**config.mk**
```make
export PLATFORM = sky130hd
export DESIGN_NAME = dmlo_core
export DESIGN_NICKNAME = d
export VERILOG_FILES = /design/src/include/dmlo_pkg.sv /design/src/include/dmlo_arith_if.sv /design/src/verilog/dmlo_mult.sv /design/src/verilog/dmlo_acc_add.sv /design/src/verilog/dmlo_core.sv
export SDC_FILE = /design/constraint.sdc
export NUM_CORES = 1
export LEC_CHECK = 0
export BUFFER_PORTS_ARGS = -buffer_cell sky130_fd_sc_hd__clkbuf_2
export CORE_MARGIN = 4
export CORE_UTILIZATION = 65
export CTS_BUF_LIST = sky130_fd_sc_hd__clkbuf_2
export DETAILED_ROUTE_END_ITERATION = 8
export PLACE_DENSITY = 0.94
export RECOVER_POWER = 50
export SYNTH_ARGS = -nofsm -noshare
export SYNTH_HDL_FRONTEND = slang
export SYNTH_SLANG_ARGS = --single-unit
```
**constraint.sdc**
```tcl
create_clock -name ref_clk -period 10.1 [get_ports ref_clk]
set_input_delay 2.02 -clock ref_clk [delete_from_list [all_inputs] [get_ports ref_clk]]
set_output_delay 2.02 -clock ref_clk [all_outputs]
set_load 0.005 [all_outputs]
```
**src/include/dmlo_pkg.sv**
```systemverilog
/*
 Shared constants, opcode encodings, register offsets and the decode
 function of the multiply, load and logic instruction group.
 Assumes a 16-bit instruction word and a 256-word on-chip data memory.
*/
package dmlo_pkg;
	// ----------------------------------------------------------------
	// Widths
	// ----------------------------------------------------------------
	localparam int DATA_W = 16;
	localparam int ACC_W = 32;
	localparam int MEM_AW = 8;
	localparam int DIR_OFF_W = 7;
	localparam int IMM_W = 13;
	localparam int REG_AW = 4;

	// ----------------------------------------------------------------
	// Opcodes and instruction fields
	// ----------------------------------------------------------------
	localparam logic [7:0] OP_LOAD_MCAND = 8'h6A;
	localparam logic [7:0] OP_LOAD_MCAND_ACC = 8'h6C;
	localparam logic [7:0] OP_LOAD_ACC_MOVE = 8'h6B;
	localparam logic [7:0] OP_MODIFY_AUX = 8'h68;
	localparam logic [7:0] OP_OR_LOW = 8'h7A;
	localparam logic [7:0] OP_MULT_MEM = 8'h6D;
	localparam logic [2:0] OP_MULT_IMM_TOP = 3'h4;
	localparam logic [15:0] OP_NO_OP = 16'h7F80;
	localparam int MODE_BIT = 7;
	localparam int IND_INC_BIT = 5;
	localparam int IND_DEC_BIT = 4;
	localparam int IND_KEEP_PTR_BIT = 3;
	localparam int IND_NEXT_PTR_BIT = 0;

	// ----------------------------------------------------------------
	// Arithmetic constants
	// ----------------------------------------------------------------
	localparam logic [ACC_W-1:0] ACC_MAX_POS = 32'h7FFFFFFF;
	localparam logic [ACC_W-1:0] ACC_MAX_NEG = 32'h80000000;
	localparam logic [ACC_W-1:0] PROD_MIN_SQUARE = 32'hC0000000;
	localparam logic [DATA_W-1:0] DATA_MIN_NEG = 16'h8000;
	localparam logic [MEM_AW-1:0] ADDR_STEP = 8'h01;
	localparam logic [DATA_W-1:0] AUX_STEP = 16'h0001;

	// ----------------------------------------------------------------
	// Register port map and reset values
	// ----------------------------------------------------------------
	localparam logic [REG_AW-1:0] REG_CTRL = 4'h0;
	localparam logic [REG_AW-1:0] REG_STATUS = 4'h1;
	localparam logic [REG_AW-1:0] REG_ACC_LO = 4'h2;
	localparam logic [REG_AW-1:0] REG_ACC_HI = 4'h3;
	localparam logic [REG_AW-1:0] REG_PROD_LO = 4'h4;
	localparam logic [REG_AW-1:0] REG_PROD_HI = 4'h5;
	localparam logic [REG_AW-1:0] REG_MCAND = 4'h6;
	localparam logic [REG_AW-1:0] REG_AUX0 = 4'h7;
	localparam logic [REG_AW-1:0] REG_AUX1 = 4'h8;
	localparam int CTRL_SAT_BIT = 0;
	localparam int CTRL_PAGE_BIT = 1;
	localparam int ST_OVF_BIT = 0;
	localparam int ST_PTR_BIT = 1;
	localparam int ST_BLOCK_BIT = 2;
	localparam logic [ACC_W-1:0] ACC_RESET = 32'h00000000;
	localparam logic [DATA_W-1:0] DATA_RESET = 16'h0000;
	localparam logic BIT_RESET = 1'h0;

	typedef enum logic [3:0] {
		OPK_NONE, OPK_LOAD_MCAND, OPK_LOAD_ACC, OPK_LOAD_ACC_MOVE, OPK_MODIFY_AUX,
		OPK_MULT_MEM, OPK_MULT_IMM, OPK_NO_OP, OPK_OR_LOW
	} dmlo_op_type;

	function automatic dmlo_op_type dmlo_decode(input logic [DATA_W-1:0] w);
		dmlo_op_type k;
		k = OPK_NONE;
		if (w == OP_NO_OP) begin
			k = OPK_NO_OP;
		end else if (w[15:13] == OP_MULT_IMM_TOP) begin
			k = OPK_MULT_IMM;
		end else begin
			case (w[15:8])
				OP_LOAD_MCAND: k = OPK_LOAD_MCAND;
				OP_LOAD_MCAND_ACC: k = OPK_LOAD_ACC;
				OP_LOAD_ACC_MOVE: k = OPK_LOAD_ACC_MOVE;
				OP_MODIFY_AUX: k = OPK_MODIFY_AUX;
				OP_MULT_MEM: k = OPK_MULT_MEM;
				OP_OR_LOW: k = OPK_OR_LOW;
				default: k = OPK_NONE;
			endcase
		end
		return k;
	endfunction
endpackage

```
**src/include/dmlo_arith_if.sv**
```systemverilog
/*
 Carrier between the execute core, the multiplier and the accumulate adder.
 Assumes all three sit on the same clock; the paths are purely combinational.
*/
`timescale 1ns/1ps
`default_nettype none
interface dmlo_arith_if;
	logic [15:0] mul_a;
	logic [15:0] mul_b;
	logic [31:0] mul_p;
	logic [31:0] add_acc;
	logic [31:0] add_prod;
	logic add_sat;
	logic [31:0] add_sum;
	logic add_ovf;
	modport core (output mul_a, mul_b, add_acc, add_prod, add_sat, input mul_p, add_sum, add_ovf);
	modport mul_side (input mul_a, mul_b, output mul_p);
	modport add_side (input add_acc, add_prod, add_sat, output add_sum, add_ovf);
endinterface
`default_nettype wire

```
**src/verilog/dmlo_mult.sv**
```systemverilog
/*
 Signed 16 by 16 multiplier feeding the product register.
 Assumes operands are stable for the whole cycle; result is combinational.
*/
`timescale 1ns/1ps
`default_nettype none
module dmlo_mult
	import dmlo_pkg::*;
(
	// Operands and product
	dmlo_arith_if.mul_side arith
);
	logic signed [ACC_W-1:0] full_prod;

	// Only 31 product bits exist; bit 30 is copied up, so the
	// most negative square wraps to a negative value on purpose.
	always_comb begin
		full_prod = $signed(arith.mul_a) * $signed(arith.mul_b);
		arith.mul_p = {full_prod[ACC_W-2], full_prod[ACC_W-2:0]};
	end
endmodule
`default_nettype wire

```
**src/verilog/dmlo_acc_add.sv**
```systemverilog
/*
 Accumulator plus product adder with overflow detect and saturation.
 Assumes both operands are two's complement 32-bit values.
*/
`timescale 1ns/1ps
`default_nettype none
module dmlo_acc_add
	import dmlo_pkg::*;
(
	// Operands, mode and result
	dmlo_arith_if.add_side arith
);
	logic [ACC_W:0] wide_sum;

	always_comb begin
		wide_sum = {arith.add_acc[ACC_W-1], arith.add_acc} +
			{arith.add_prod[ACC_W-1], arith.add_prod};
		arith.add_ovf = wide_sum[ACC_W] ^ wide_sum[ACC_W-1];
		if (arith.add_ovf && arith.add_sat) begin
			arith.add_sum = wide_sum[ACC_W] ? ACC_MAX_NEG : ACC_MAX_POS;
		end else begin
			arith.add_sum = wide_sum[ACC_W-1:0];
		end
	end
endmodule
`default_nettype wire

```
**src/verilog/dmlo_core.sv**
```systemverilog
/*
 Execute stage for the multiplicand load, accumulate, auxiliary modify,
 multiply, no-operation and OR-low instructions, with a small register port.
 Assumes an asynchronous-read data memory answering in the same cycle and a
 sequencer that presents one instruction per cycle on the same clock.
*/
// The implementer's own choices: the placing of the registers and the plain strobed port.
`timescale 1ns/1ps
`default_nettype none

// How it works
// - Load-multiplicand copies the addressed memory word into the multiplicand, one cycle.
// - Opcode 6Ah is load-multiplicand; bit 7 picks direct offset or indirect.
// - Load-and-accumulate also adds product to accumulator, overflow flag and saturation apply.
// - Opcode 6Ch is load-and-accumulate; bit 7 picks direct or indirect.
// - Load-accumulate-move also writes the memory word to the next address.
// - Opcode 6Bh is load-accumulate-move; bit 7 picks direct or indirect.
// - Indirect modify-aux steps current aux register, may reload pointer, no memory access.
// - Opcode 68h is modify-aux; in direct mode it changes nothing.
// - Indirect modify-aux without step behaves as load-aux-pointer.
// - Multiply puts signed multiplicand times memory word into product register.
// - Interrupts are held off between any multiply and the next instruction.
// - Most negative value squared yields C0000000h in the product register.
// - Multiply-immediate uses a sign-extended 13-bit constant from the instruction.
// - No-operation only advances the program counter.
// - OR puts memory word into accumulator low half, high half kept.
// - Opcode 7Ah is OR; bit 7 picks direct or indirect.
// - The aux pointer picks which aux register addresses indirectly.
// - Overflow without saturation sets the flag and keeps the wrapped sum.
module dmlo_core
	import dmlo_pkg::*;
(
	// Clock and reset
	input wire logic ref_clk,
	input wire logic rst_b,
	// Instruction from the sequencer
	input wire logic instr_valid,
	input wire logic [DATA_W-1:0] instr_word,
	output logic pc_inc,
	output logic int_block,
	// Data memory
	output logic mem_rd_en,
	output logic [MEM_AW-1:0] mem_rd_addr,
	input wire logic [DATA_W-1:0] mem_rd_data,
	output logic mem_wr_en,
	output logic [MEM_AW-1:0] mem_wr_addr,
	output logic [DATA_W-1:0] mem_wr_data,
	// Register port
	input wire logic [REG_AW-1:0] reg_addr,
	input wire logic [DATA_W-1:0] reg_wr_data,
	input wire logic reg_wr,
	input wire logic reg_rd,
	output logic [DATA_W-1:0] reg_rd_data
);
	// ----------------------------------------------------------------
	// State
	// ----------------------------------------------------------------
	logic [ACC_W-1:0] acc_r, acc_nxt;
	logic [ACC_W-1:0] prod_r, prod_nxt;
	logic [DATA_W-1:0] mcand_r, mcand_nxt;
	logic [DATA_W-1:0] aux_address_reg_r [2];
	logic [DATA_W-1:0] aux_address_reg_nxt [2];
	logic aux_select_pointer_r, aux_select_pointer_nxt;
	logic overflow_flag_r, overflow_flag_nxt;
	logic int_block_r, int_block_nxt;
	logic overflow_saturate_mode_r, overflow_saturate_mode_nxt;
	logic page_select_bit_r, page_select_bit_nxt;
	logic [DATA_W-1:0] rd_data_r, rd_data_nxt;
	dmlo_op_type op;
	logic indirect, mem_op, addr_op, step_up, step_down, ovf_clr;
	logic [DATA_W-1:0] cur_aux;
	logic [DATA_W-1:0] imm_ext;

	dmlo_arith_if arith ();

	dmlo_mult u_mult (
		.arith(arith.mul_side)
	);

	dmlo_acc_add u_add (
		.arith(arith.add_side)
	);

	// ----------------------------------------------------------------
	// Decode and execute
	// ----------------------------------------------------------------
	always_comb begin
		op = instr_valid ? dmlo_decode(instr_word) : OPK_NONE;
		indirect = instr_word[MODE_BIT];
		cur_aux = aux_address_reg_r[aux_select_pointer_r];
		imm_ext = {{(DATA_W-IMM_W){instr_word[IMM_W-1]}}, instr_word[IMM_W-1:0]};
		mem_op = (op == OPK_LOAD_MCAND) || (op == OPK_LOAD_ACC) ||
			(op == OPK_LOAD_ACC_MOVE) || (op == OPK_MULT_MEM) || (op == OPK_OR_LOW);
		addr_op = mem_op || (op == OPK_MODIFY_AUX);
		step_up = instr_word[IND_INC_BIT] && !instr_word[IND_DEC_BIT];
		step_down = instr_word[IND_DEC_BIT] && !instr_word[IND_INC_BIT];
		// Indirect address comes from the selected aux register
		mem_rd_addr = indirect ? cur_aux[MEM_AW-1:0] :
			{page_select_bit_r, instr_word[DIR_OFF_W-1:0]};
		mem_rd_en = mem_op;
		mem_wr_en = (op == OPK_LOAD_ACC_MOVE);
		mem_wr_addr = mem_rd_addr + ADDR_STEP;
		mem_wr_data = mem_rd_data;
		pc_inc = (op != OPK_NONE);
		arith.mul_a = mcand_r;
		arith.mul_b = (op == OPK_MULT_IMM) ? imm_ext : mem_rd_data;
		arith.add_acc = acc_r;
		arith.add_prod = prod_r;
		arith.add_sat = overflow_saturate_mode_r;
		ovf_clr = reg_wr && (reg_addr == REG_STATUS) && reg_wr_data[ST_OVF_BIT];
		acc_nxt = acc_r;
		prod_nxt = prod_r;
		mcand_nxt = mcand_r;
		aux_address_reg_nxt = aux_address_reg_r;
		aux_select_pointer_nxt = aux_select_pointer_r;
		// A clear from software loses against a new overflow
		overflow_flag_nxt = overflow_flag_r && !ovf_clr;
		// Any executed instruction releases the hold set by a multiply
		int_block_nxt = instr_valid ? 1'h0 : int_block_r;
		case (op)
			OPK_LOAD_MCAND: begin
				mcand_nxt = mem_rd_data;
			end
			OPK_LOAD_ACC, OPK_LOAD_ACC_MOVE: begin
				mcand_nxt = mem_rd_data;
				acc_nxt = arith.add_sum;
				if (arith.add_ovf) begin
					overflow_flag_nxt = 1'h1;
				end
			end
			OPK_MULT_MEM, OPK_MULT_IMM: begin
				prod_nxt = arith.mul_p;
				int_block_nxt = 1'h1;
			end
			OPK_OR_LOW: begin
				acc_nxt[DATA_W-1:0] = acc_r[DATA_W-1:0] | mem_rd_data;
			end
			default: begin
			end
		endcase
		// Direct mode leaves the aux state alone
		if (addr_op && indirect) begin
			if (step_up) begin
				aux_address_reg_nxt[aux_select_pointer_r] = cur_aux + AUX_STEP;
			end else if (step_down) begin
				aux_address_reg_nxt[aux_select_pointer_r] = cur_aux - AUX_STEP;
			end
			if (!instr_word[IND_KEEP_PTR_BIT]) begin
				aux_select_pointer_nxt = instr_word[IND_NEXT_PTR_BIT];
			end
		end
	end

	always_ff @(posedge ref_clk or negedge rst_b) begin
		if (!rst_b) begin
			acc_r <= ACC_RESET;
			prod_r <= ACC_RESET;
			mcand_r <= DATA_RESET;
			aux_address_reg_r[0] <= DATA_RESET;
			aux_address_reg_r[1] <= DATA_RESET;
			aux_select_pointer_r <= BIT_RESET;
			overflow_flag_r <= BIT_RESET;
			int_block_r <= BIT_RESET;
		end else begin
			acc_r <= acc_nxt;
			prod_r <= prod_nxt;
			mcand_r <= mcand_nxt;
			aux_address_reg_r <= aux_address_reg_nxt;
			aux_select_pointer_r <= aux_select_pointer_nxt;
			overflow_flag_r <= overflow_flag_nxt;
			int_block_r <= int_block_nxt;
		end
	end

	assign int_block = int_block_r;

	// ----------------------------------------------------------------
	// Register port
	// ----------------------------------------------------------------
	always_comb begin
		overflow_saturate_mode_nxt = overflow_saturate_mode_r;
		page_select_bit_nxt = page_select_bit_r;
		if (reg_wr && (reg_addr == REG_CTRL)) begin
			overflow_saturate_mode_nxt = reg_wr_data[CTRL_SAT_BIT];
			page_select_bit_nxt = reg_wr_data[CTRL_PAGE_BIT];
		end
		// Read data stands for one cycle only, zero otherwise
		rd_data_nxt = DATA_RESET;
		if (reg_rd) begin
			case (reg_addr)
				REG_CTRL: begin
					rd_data_nxt[CTRL_SAT_BIT] = overflow_saturate_mode_r;
					rd_data_nxt[CTRL_PAGE_BIT] = page_select_bit_r;
				end
				REG_STATUS: begin
					rd_data_nxt[ST_OVF_BIT] = overflow_flag_r;
					rd_data_nxt[ST_PTR_BIT] = aux_select_pointer_r;
					rd_data_nxt[ST_BLOCK_BIT] = int_block_r;
				end
				REG_ACC_LO: rd_data_nxt = acc_r[DATA_W-1:0];
				REG_ACC_HI: rd_data_nxt = acc_r[ACC_W-1:DATA_W];
				REG_PROD_LO: rd_data_nxt = prod_r[DATA_W-1:0];
				REG_PROD_HI: rd_data_nxt = prod_r[ACC_W-1:DATA_W];
				REG_MCAND: rd_data_nxt = mcand_r;
				REG_AUX0: rd_data_nxt = aux_address_reg_r[0];
				REG_AUX1: rd_data_nxt = aux_address_reg_r[1];
				default: rd_data_nxt = DATA_RESET;
			endcase
		end
	end

	always_ff @(posedge ref_clk or negedge rst_b) begin
		if (!rst_b) begin
			overflow_saturate_mode_r <= BIT_RESET;
			page_select_bit_r <= BIT_RESET;
			rd_data_r <= DATA_RESET;
		end else begin
			overflow_saturate_mode_r <= overflow_saturate_mode_nxt;
			page_select_bit_r <= page_select_bit_nxt;
			rd_data_r <= rd_data_nxt;
		end
	end

	assign reg_rd_data = rd_data_r;
endmodule
`default_nettype wire

```
==> results of run 1 <==
final cells by class:
| cell class | count | area [um2] |
|---|---|---|
| multi-input combinational | 1462 | 13370 |
| timing repair buffer | 115 | 618.1 |
| sequential | 132 | 3303 |
| tap | 378 | 473.0 |
| clock inverter | 14 | 115.1 |
| antenna | 1 | 2.502 |
| fill | 2146 | 8628 |
| clock buffer | 17 | 85.08 |
| inverter | 316 | 1186 |
final timing paths:
| kind | from | end | slack [ps] | depth (start not counted) |
|---|---|---|---|---|
| setup / recovery | instr_word[13] | arith.add_prod[25] | 1130 | 25 |
| hold / removal | register | register | 550 | 1 |
| setup reg to reg | arith.mul_a[11] | arith.add_prod[25] | 3080 | 20 |
| hold reg to reg | register | register | 550 | 1 |
| max in group asynchronous | rst_b | acc_r[16] | 3120 | 2 |
| min in group asynchronous | rst_b | acc_r[29] | 2890 | 1 |
cells in the mapped netlist (all sizes together), types with 5 or more instances:
cell type	n
a31oi	29
buf	28
a22o	5
ha	117
and3	9
or4	6
mux2i	19
a21o	22
nand2	251
clkbuf	78
and2	80
dfrtp	132
nor3b	6
o21ai	59
a22oi	29
a222oi	16
inv	316
xor2	41
nor3	23
fa	257
mux2	52
nand3	14
a2bb2oi	17
o21a	13
o22a	16
o31ai	5
o22ai	6
nand2b	14
a21oi	103
nor4	9
nor2b	50
xnor2	42
a21boi	7
a211oi	8
or2	9
nor2	67
nand4	7
or3	7
o211ai	8
sequential cells by signal, summed over array words and instances, names as in the netlist, named ones only:
| signal | cells |
|---|---|
| reg_rd_data | 16 |
| arith.add_sat | 1 |
| arith.add_prod | 31 |
| int_block | 1 |
| overflow_flag_r | 1 |
| aux_select_pointer_r | 1 |
| acc_r | 32 |
| page_select_bit_r | 1 |
| aux_address_reg_r | 30 |
| arith.mul_a | 16 |
cell families after synthesis:
logic type                 synth area share
and+or+nand+nor                      0.1472
buffers and inverters               0.09149
AOI/OAI and AO/OA                    0.1385
adders and majority gates            0.3606
DFF                                  0.1802
xor gates and xnor gates            0.03967
muxes                               0.04233
metal layers:
metal | wire, um | track usage | vias to the layer above | share of wire
met4 | 2985 | 0.1686 | 0 | 0.056
met3 | 5842 | 0.06974 | 251 | 0.11
met5 | 0 | 0 | - | 0
met1 | 19420 | 0.4605 | 7701 | 0.37
met2 | 24690 | 0.5660 | 1036 | 0.47
li1 | - | - | 6649 | -
critical path, stage by stage:
cell and delay, ps:
clkbuf_2 100, nor3b_1 350, and2_1 570, nand2_1 360, nand2_1 630, nand2_1 160
fa_1 530, inv_1 50, fa_1 540, fa_1 430, fa_1 480, fa_1 500
inv_1 50, fa_1 480, inv_1 40, ha_1 330, nand2_1 80, nand2_1 60
a21o_1 180, or3_1 320, o21ai_0 530, nor2b_1 200, a31oi_1 290, xor2_1 210
o21ai_0 90
per-stage QoR:
step / utilization / instance area (um2) / setup slack, ps / hold WS [ps] / std cells
CTS: 0.6899 / 19170 / 1372 / 539.4 / 2434
detailed placement: 0.6827 / 18970 / 593.5 / 508.5 / 2403
floorplan: - / 18330 / 1406 / 452.4 / 2016
finish: 0.6894 / 19150 / 1129 / 546.7 / 2435
global placement: 0.6827 / 18970 / 910.5 / 490.0 / 2403
global route: 0.6894 / 19150 / 882.7 / 557.5 / 2435
==> run summary, run 1 <==
- **DP HPWL** 41.18 mm
- **I/O pin count** 109
- **area added between synthesis and finish** 4.513%
- **Crit Path Class** primary input to register
- **initial DRC count** 1972
- **via count of the first global-routing pass** 16430
- **Sum Neg Setup Slack** 0 ps
- **root buffer selected by CTS** clkbuf_2
- **fin. max-slew vios** 135
- **register bit total from synthesis** 132
- **Avg Cell Area, Syn** 9.090 um2
- **synthesized netlist net count** 2447
- **number of buffers created by CTS** 17
- **proportion of synthesized flip-flops having asynchronous set or reset** 1.000
- **required time reported for the critical path endpoint** 10730 ps
- **total routing resource utilization after global routing** 0.3513
- **die width** 175.9 um
- **Final Hold Violating Endpoints** 0
- **core area** 27780 um2
- **total number of placement rows** 61
- **pin count of the biggest net entering global routing** 83
- **failing checks** max-capacitance violations, max-slew violations
- **commonest non-fill, non-tap cells in the layout** 316 x inv_1, 257 x fa_1, 251 x nand2_1
- **number of antenna violations at the first check in global routing** 2
- **element type at the critical path start** primary input
- **full die area** 30940 um2
- **Tightest Hold Check Type** register to register
- **cts repair resizes** 0
- **Post-Syn Instances** 2016
- **CTS H-Tree Depth** 4
- **worst clock skew** 28.84 ps
- **maximum number of buffers from clock root to sink** 2
- **synth top area cells** fa_1 28%, dfrtp_1 18%, ha_1 8.0%
- **commonest non-fill, non-tap cell in the layout** inv_1
- **input/output buffers** 94
- **part of the cycle the worst path needs** 0.8883
- **total via count after detailed routing** 15640
- **final critical delay including setup and external delays** 8971 ps
- **DRC viols** 0
- **sequential fraction of the synthesis area** 0.1802
- **number of sinks handled by clock tree synthesis** 132
- **number of distinct library cell variants in the gate-level netlist after synthesis** 73
- **setup bufs post-CTS** 0
- **worst slew margin relative to its limit** -2.101
- **starting density of the core** 0.6597
- **synthesized area** 18330 um2
- **Yosys top cell area share** 0.2807
- **clock latency of the later-clocked register in the worst-skew pair** 740 ps
- **via count normalized by instance count** 6.422
- **Yosys warnings** 0
- **CTS tree** yes
- **Fmax** 111.5 MHz
- **die extent in y** 175.9 um
- **TritonRoute pass-1 iters** 6
- **first-pass GRT wire length** 85.08 mm
- **total grt overflow** 0
- **unrepaired setup endpoints after global routing** no
- **critical path capture point type** register
- **quantity of hold-fixing buffers added after cts** 0
- **Worst-path clk slew** 210 ps
- **Setup violations, final** 0
- **Final GP Congestion** 0.9554
- **# Max-Cap Violations** 2
- **Post-layout nets** 2475
- **number of nets still failing antenna checks after routing** 0
- **number of synthesized flops with an enable pin** 0
- **signal arrival time at the worst endpoint** 9610 ps
- **maximum fanout along the worst path** 16
- **proportion of layout cells with a drive suffix above 1** 0.1036
- **most used flip-flop cell after synthesis** dfrtp_1
- **sum of routed wire length over all layers** 52.95 mm
- **status** finished with violations
- **slew at the pin with the worst max-slew slack** 4651 ps
- **average wire per standard cell** 21.74 um
- **area leader, netlist** fa_1
Power of run 1 is not shown: default switching activity piles up to over one toggle a cycle in this logic, so the estimate is an artifact.
==> run 2, diff against run 1 <==
--- a/config.mk
+++ b/config.mk
@@ -8,7 +8,7 @@
 export BUFFER_PORTS_ARGS = -buffer_cell sky130_fd_sc_hd__clkbuf_2
 export CORE_MARGIN = 4
 export CORE_UTILIZATION = 65
-export CTS_BUF_LIST = sky130_fd_sc_hd__clkbuf_2
+export CTS_BUF_LIST = sky130_fd_sc_hd__clkbuf_4 sky130_fd_sc_hd__clkbuf_8
 export DETAILED_ROUTE_END_ITERATION = 8
 export PLACE_DENSITY = 0.94
 export RECOVER_POWER = 50
==> run summary, run 2 (synthesis gave the netlist of run 1 again) <==
- **status** finished with violations, unchanged
- **failing checks** design-rule violations, max-capacitance violations, max-slew violations, was max-capacitance violations, max-slew violations
- **dpl cells** 2403, unchanged
- **worst slew margin relative to its limit** -2.103, was -2.101
- **Post-layout nets** 2475, unchanged
- **filler-free cell count of the finished design** 2435, unchanged
- **starting density of the core** 0.6597, unchanged
- **WHS** 525.6 ps, was 546.7 ps
- **Worst-path clk slew** 80 ps, was 210 ps
- **Slowest-stage cell, CP** nand2_1, unchanged
- **register containing the most flip-flops in the final layout** acc_r, unchanged
- **cts repair resizes** 0, unchanged
- **final critical delay including setup and external delays** 9253 ps, was 8971 ps
- **worst setup path startpoint** instr_word[13], unchanged
- **# Max-Cap Violations** 2, unchanged
- **number of buffers created by CTS** 17, unchanged
- **I/O pin count** 109, unchanged
- **root buffer selected by CTS** clkbuf_8, was clkbuf_2
- **average wire per standard cell** 21.87 um, was 21.74 um
- **first-pass GRT wire length** 85.57 mm, was 85.08 mm
- **fill cell instance count of the final layout** 2115, was 2146
- **unrepaired setup endpoints after global routing** no, unchanged
- **Final GP Congestion** 0.9554, unchanged
- **Reg-to-Reg Start** arith.mul_a[11], unchanged
- **die extent in y** 175.9 um, unchanged
- **Fmax** 108.1 MHz, was 111.5 MHz
- **max reg flops** 32, unchanged
- **input/output buffers** 94, unchanged
- **core area** 27780 um2, unchanged
- **full die area** 30940 um2, unchanged
- **most common cell type on the critical path** fa_1, unchanged
- **worst clock skew** 10.35 ps, was 28.84 ps
- **initial DRC count** 1973, was 1972
- **signal arrival time at the worst endpoint** 9590 ps, was 9610 ps
- **CTS H-Tree Depth** 4, unchanged
- **slew at the pin with the worst max-slew slack** 4654 ps, was 4651 ps
- **Crit Path Class** primary input to register, unchanged
- **critical path capture point type** register, unchanged
- **sum of routed wire length over all layers** 53.25 mm, was 52.95 mm
- **total grt overflow** 0, unchanged
- **commonest non-fill, non-tap cell in the layout** inv_1, unchanged
- **DRC viols** 1, was 0
- **longest individual stage delay on the worst path** 620 ps, was 630 ps
- **total routing resource utilization after global routing** 0.3541, was 0.3513
- **share of the core filled with cells in the final layout** 0.6954, was 0.6894
- **maximum number of buffers from clock root to sink** 2, unchanged
- **clock latency of the later-clocked register in the worst-skew pair** 460 ps, was 740 ps
- **fin. max-slew vios** 135, unchanged
- **quantity of hold-fixing buffers added after cts** 0, unchanged
- **via count of the first global-routing pass** 16480, was 16430
- **Setup violations, final** 0, unchanged
- **proportion of layout cells with a drive suffix above 1** 0.1036, unchanged
- **number of nets still failing antenna checks after routing** 0, unchanged
- **setup bufs post-CTS** 0, unchanged
- **area added between synthesis and finish** 5.421%, was 4.513%
- **part of the cycle the worst path needs** 0.9161, was 0.8883
- **commonest non-fill, non-tap cells in the layout** 316 x inv_1, 257 x fa_1, 251 x nand2_1, unchanged
- **Sum Neg Setup Slack** 0 ps, unchanged
- **TritonRoute pass-1 iters** 9, was 6
- **DP HPWL** 41.18 mm, unchanged
- **pin count of the biggest net entering global routing** 83, unchanged
- **CTS tree** yes, unchanged
- **Final Hold Violating Endpoints** 0, unchanged
- **number of sinks handled by clock tree synthesis** 132, unchanged
- **total number of placement rows** 61, unchanged
- **die width** 175.9 um, unchanged
- **maximum fanout along the worst path** 16, unchanged
- **required time reported for the critical path endpoint** 10430 ps, was 10730 ps
- **via count normalized by instance count** 6.411, was 6.422
- **element type at the critical path start** primary input, unchanged
- **Tightest Hold Check Type** register to register, unchanged
- **total via count after detailed routing** 15610, was 15640
- **number of antenna violations at the first check in global routing** 2, unchanged
-- run 2: changes by cell type in the layout (fill, tap and decap cells not counted) --
cell / before / now
clkinv_1: 2 / 0
clkbuf_8: 0 / 19
clkbuf_1: 6 / 8
clkbuf_2: 106 / 87
-- run 2: metrics by stage --
stage          setup slack (ps)  cell area (um2)
6_report                  847.1            19320
3_5_place_dp              593.5            18970
5_1_grt                   552.1            19320
2_1_floorplan              1406            18330
4_1_cts                    1080            19340
3_3_place_gp              910.5            18970
-- run 2: area by class of cell --
type	instances	area [um2]	area share
Antenna cell	1	2.502	0.0001295
Tap cell	378	473.0	0.02448
Multi-Input combinational cell	1462	13370	0.6921
Sequential cell	132	3303	0.1710
Inverter	316	1186	0.06140
Clock inverter	12	107.6	0.005570
Timing Repair Buffer	115	615.6	0.03186
Clock buffer	19	261.5	0.01354
-- run 2: critical path, delay by kind of cell --
family | cells | cell delay [ps]
AND/OR/NAND/NOR | 9 | 2750
adder cells (fa/ha/maj) | 7 | 3290
AO/OA/AOI/OAI | 4 | 1060
buffers and inverters | 4 | 240
XOR/XNOR | 1 | 220
-- run 2: layer usage --
layer  global-route usage  wire length [um]
met5                    0                13
met4               0.1748              2857
met3              0.08071              6145
met2               0.5701             25060
met1               0.4553             19170
-- run 2: path summary, 6_finish.rpt --
check	slack [ps]	to	depth (start not counted)
min in group asynchronous	3200	acc_r[29]	1
worst max register to register	3110	arith.add_prod[25]	20
worst min register to register	530	register	1
worst max-delay path	850	arith.add_prod[25]	25
worst min-delay path	530	register	1
max in group asynchronous	2750	aux_address_reg_r[8]	2
Power of run 2 is left out for the same reason.
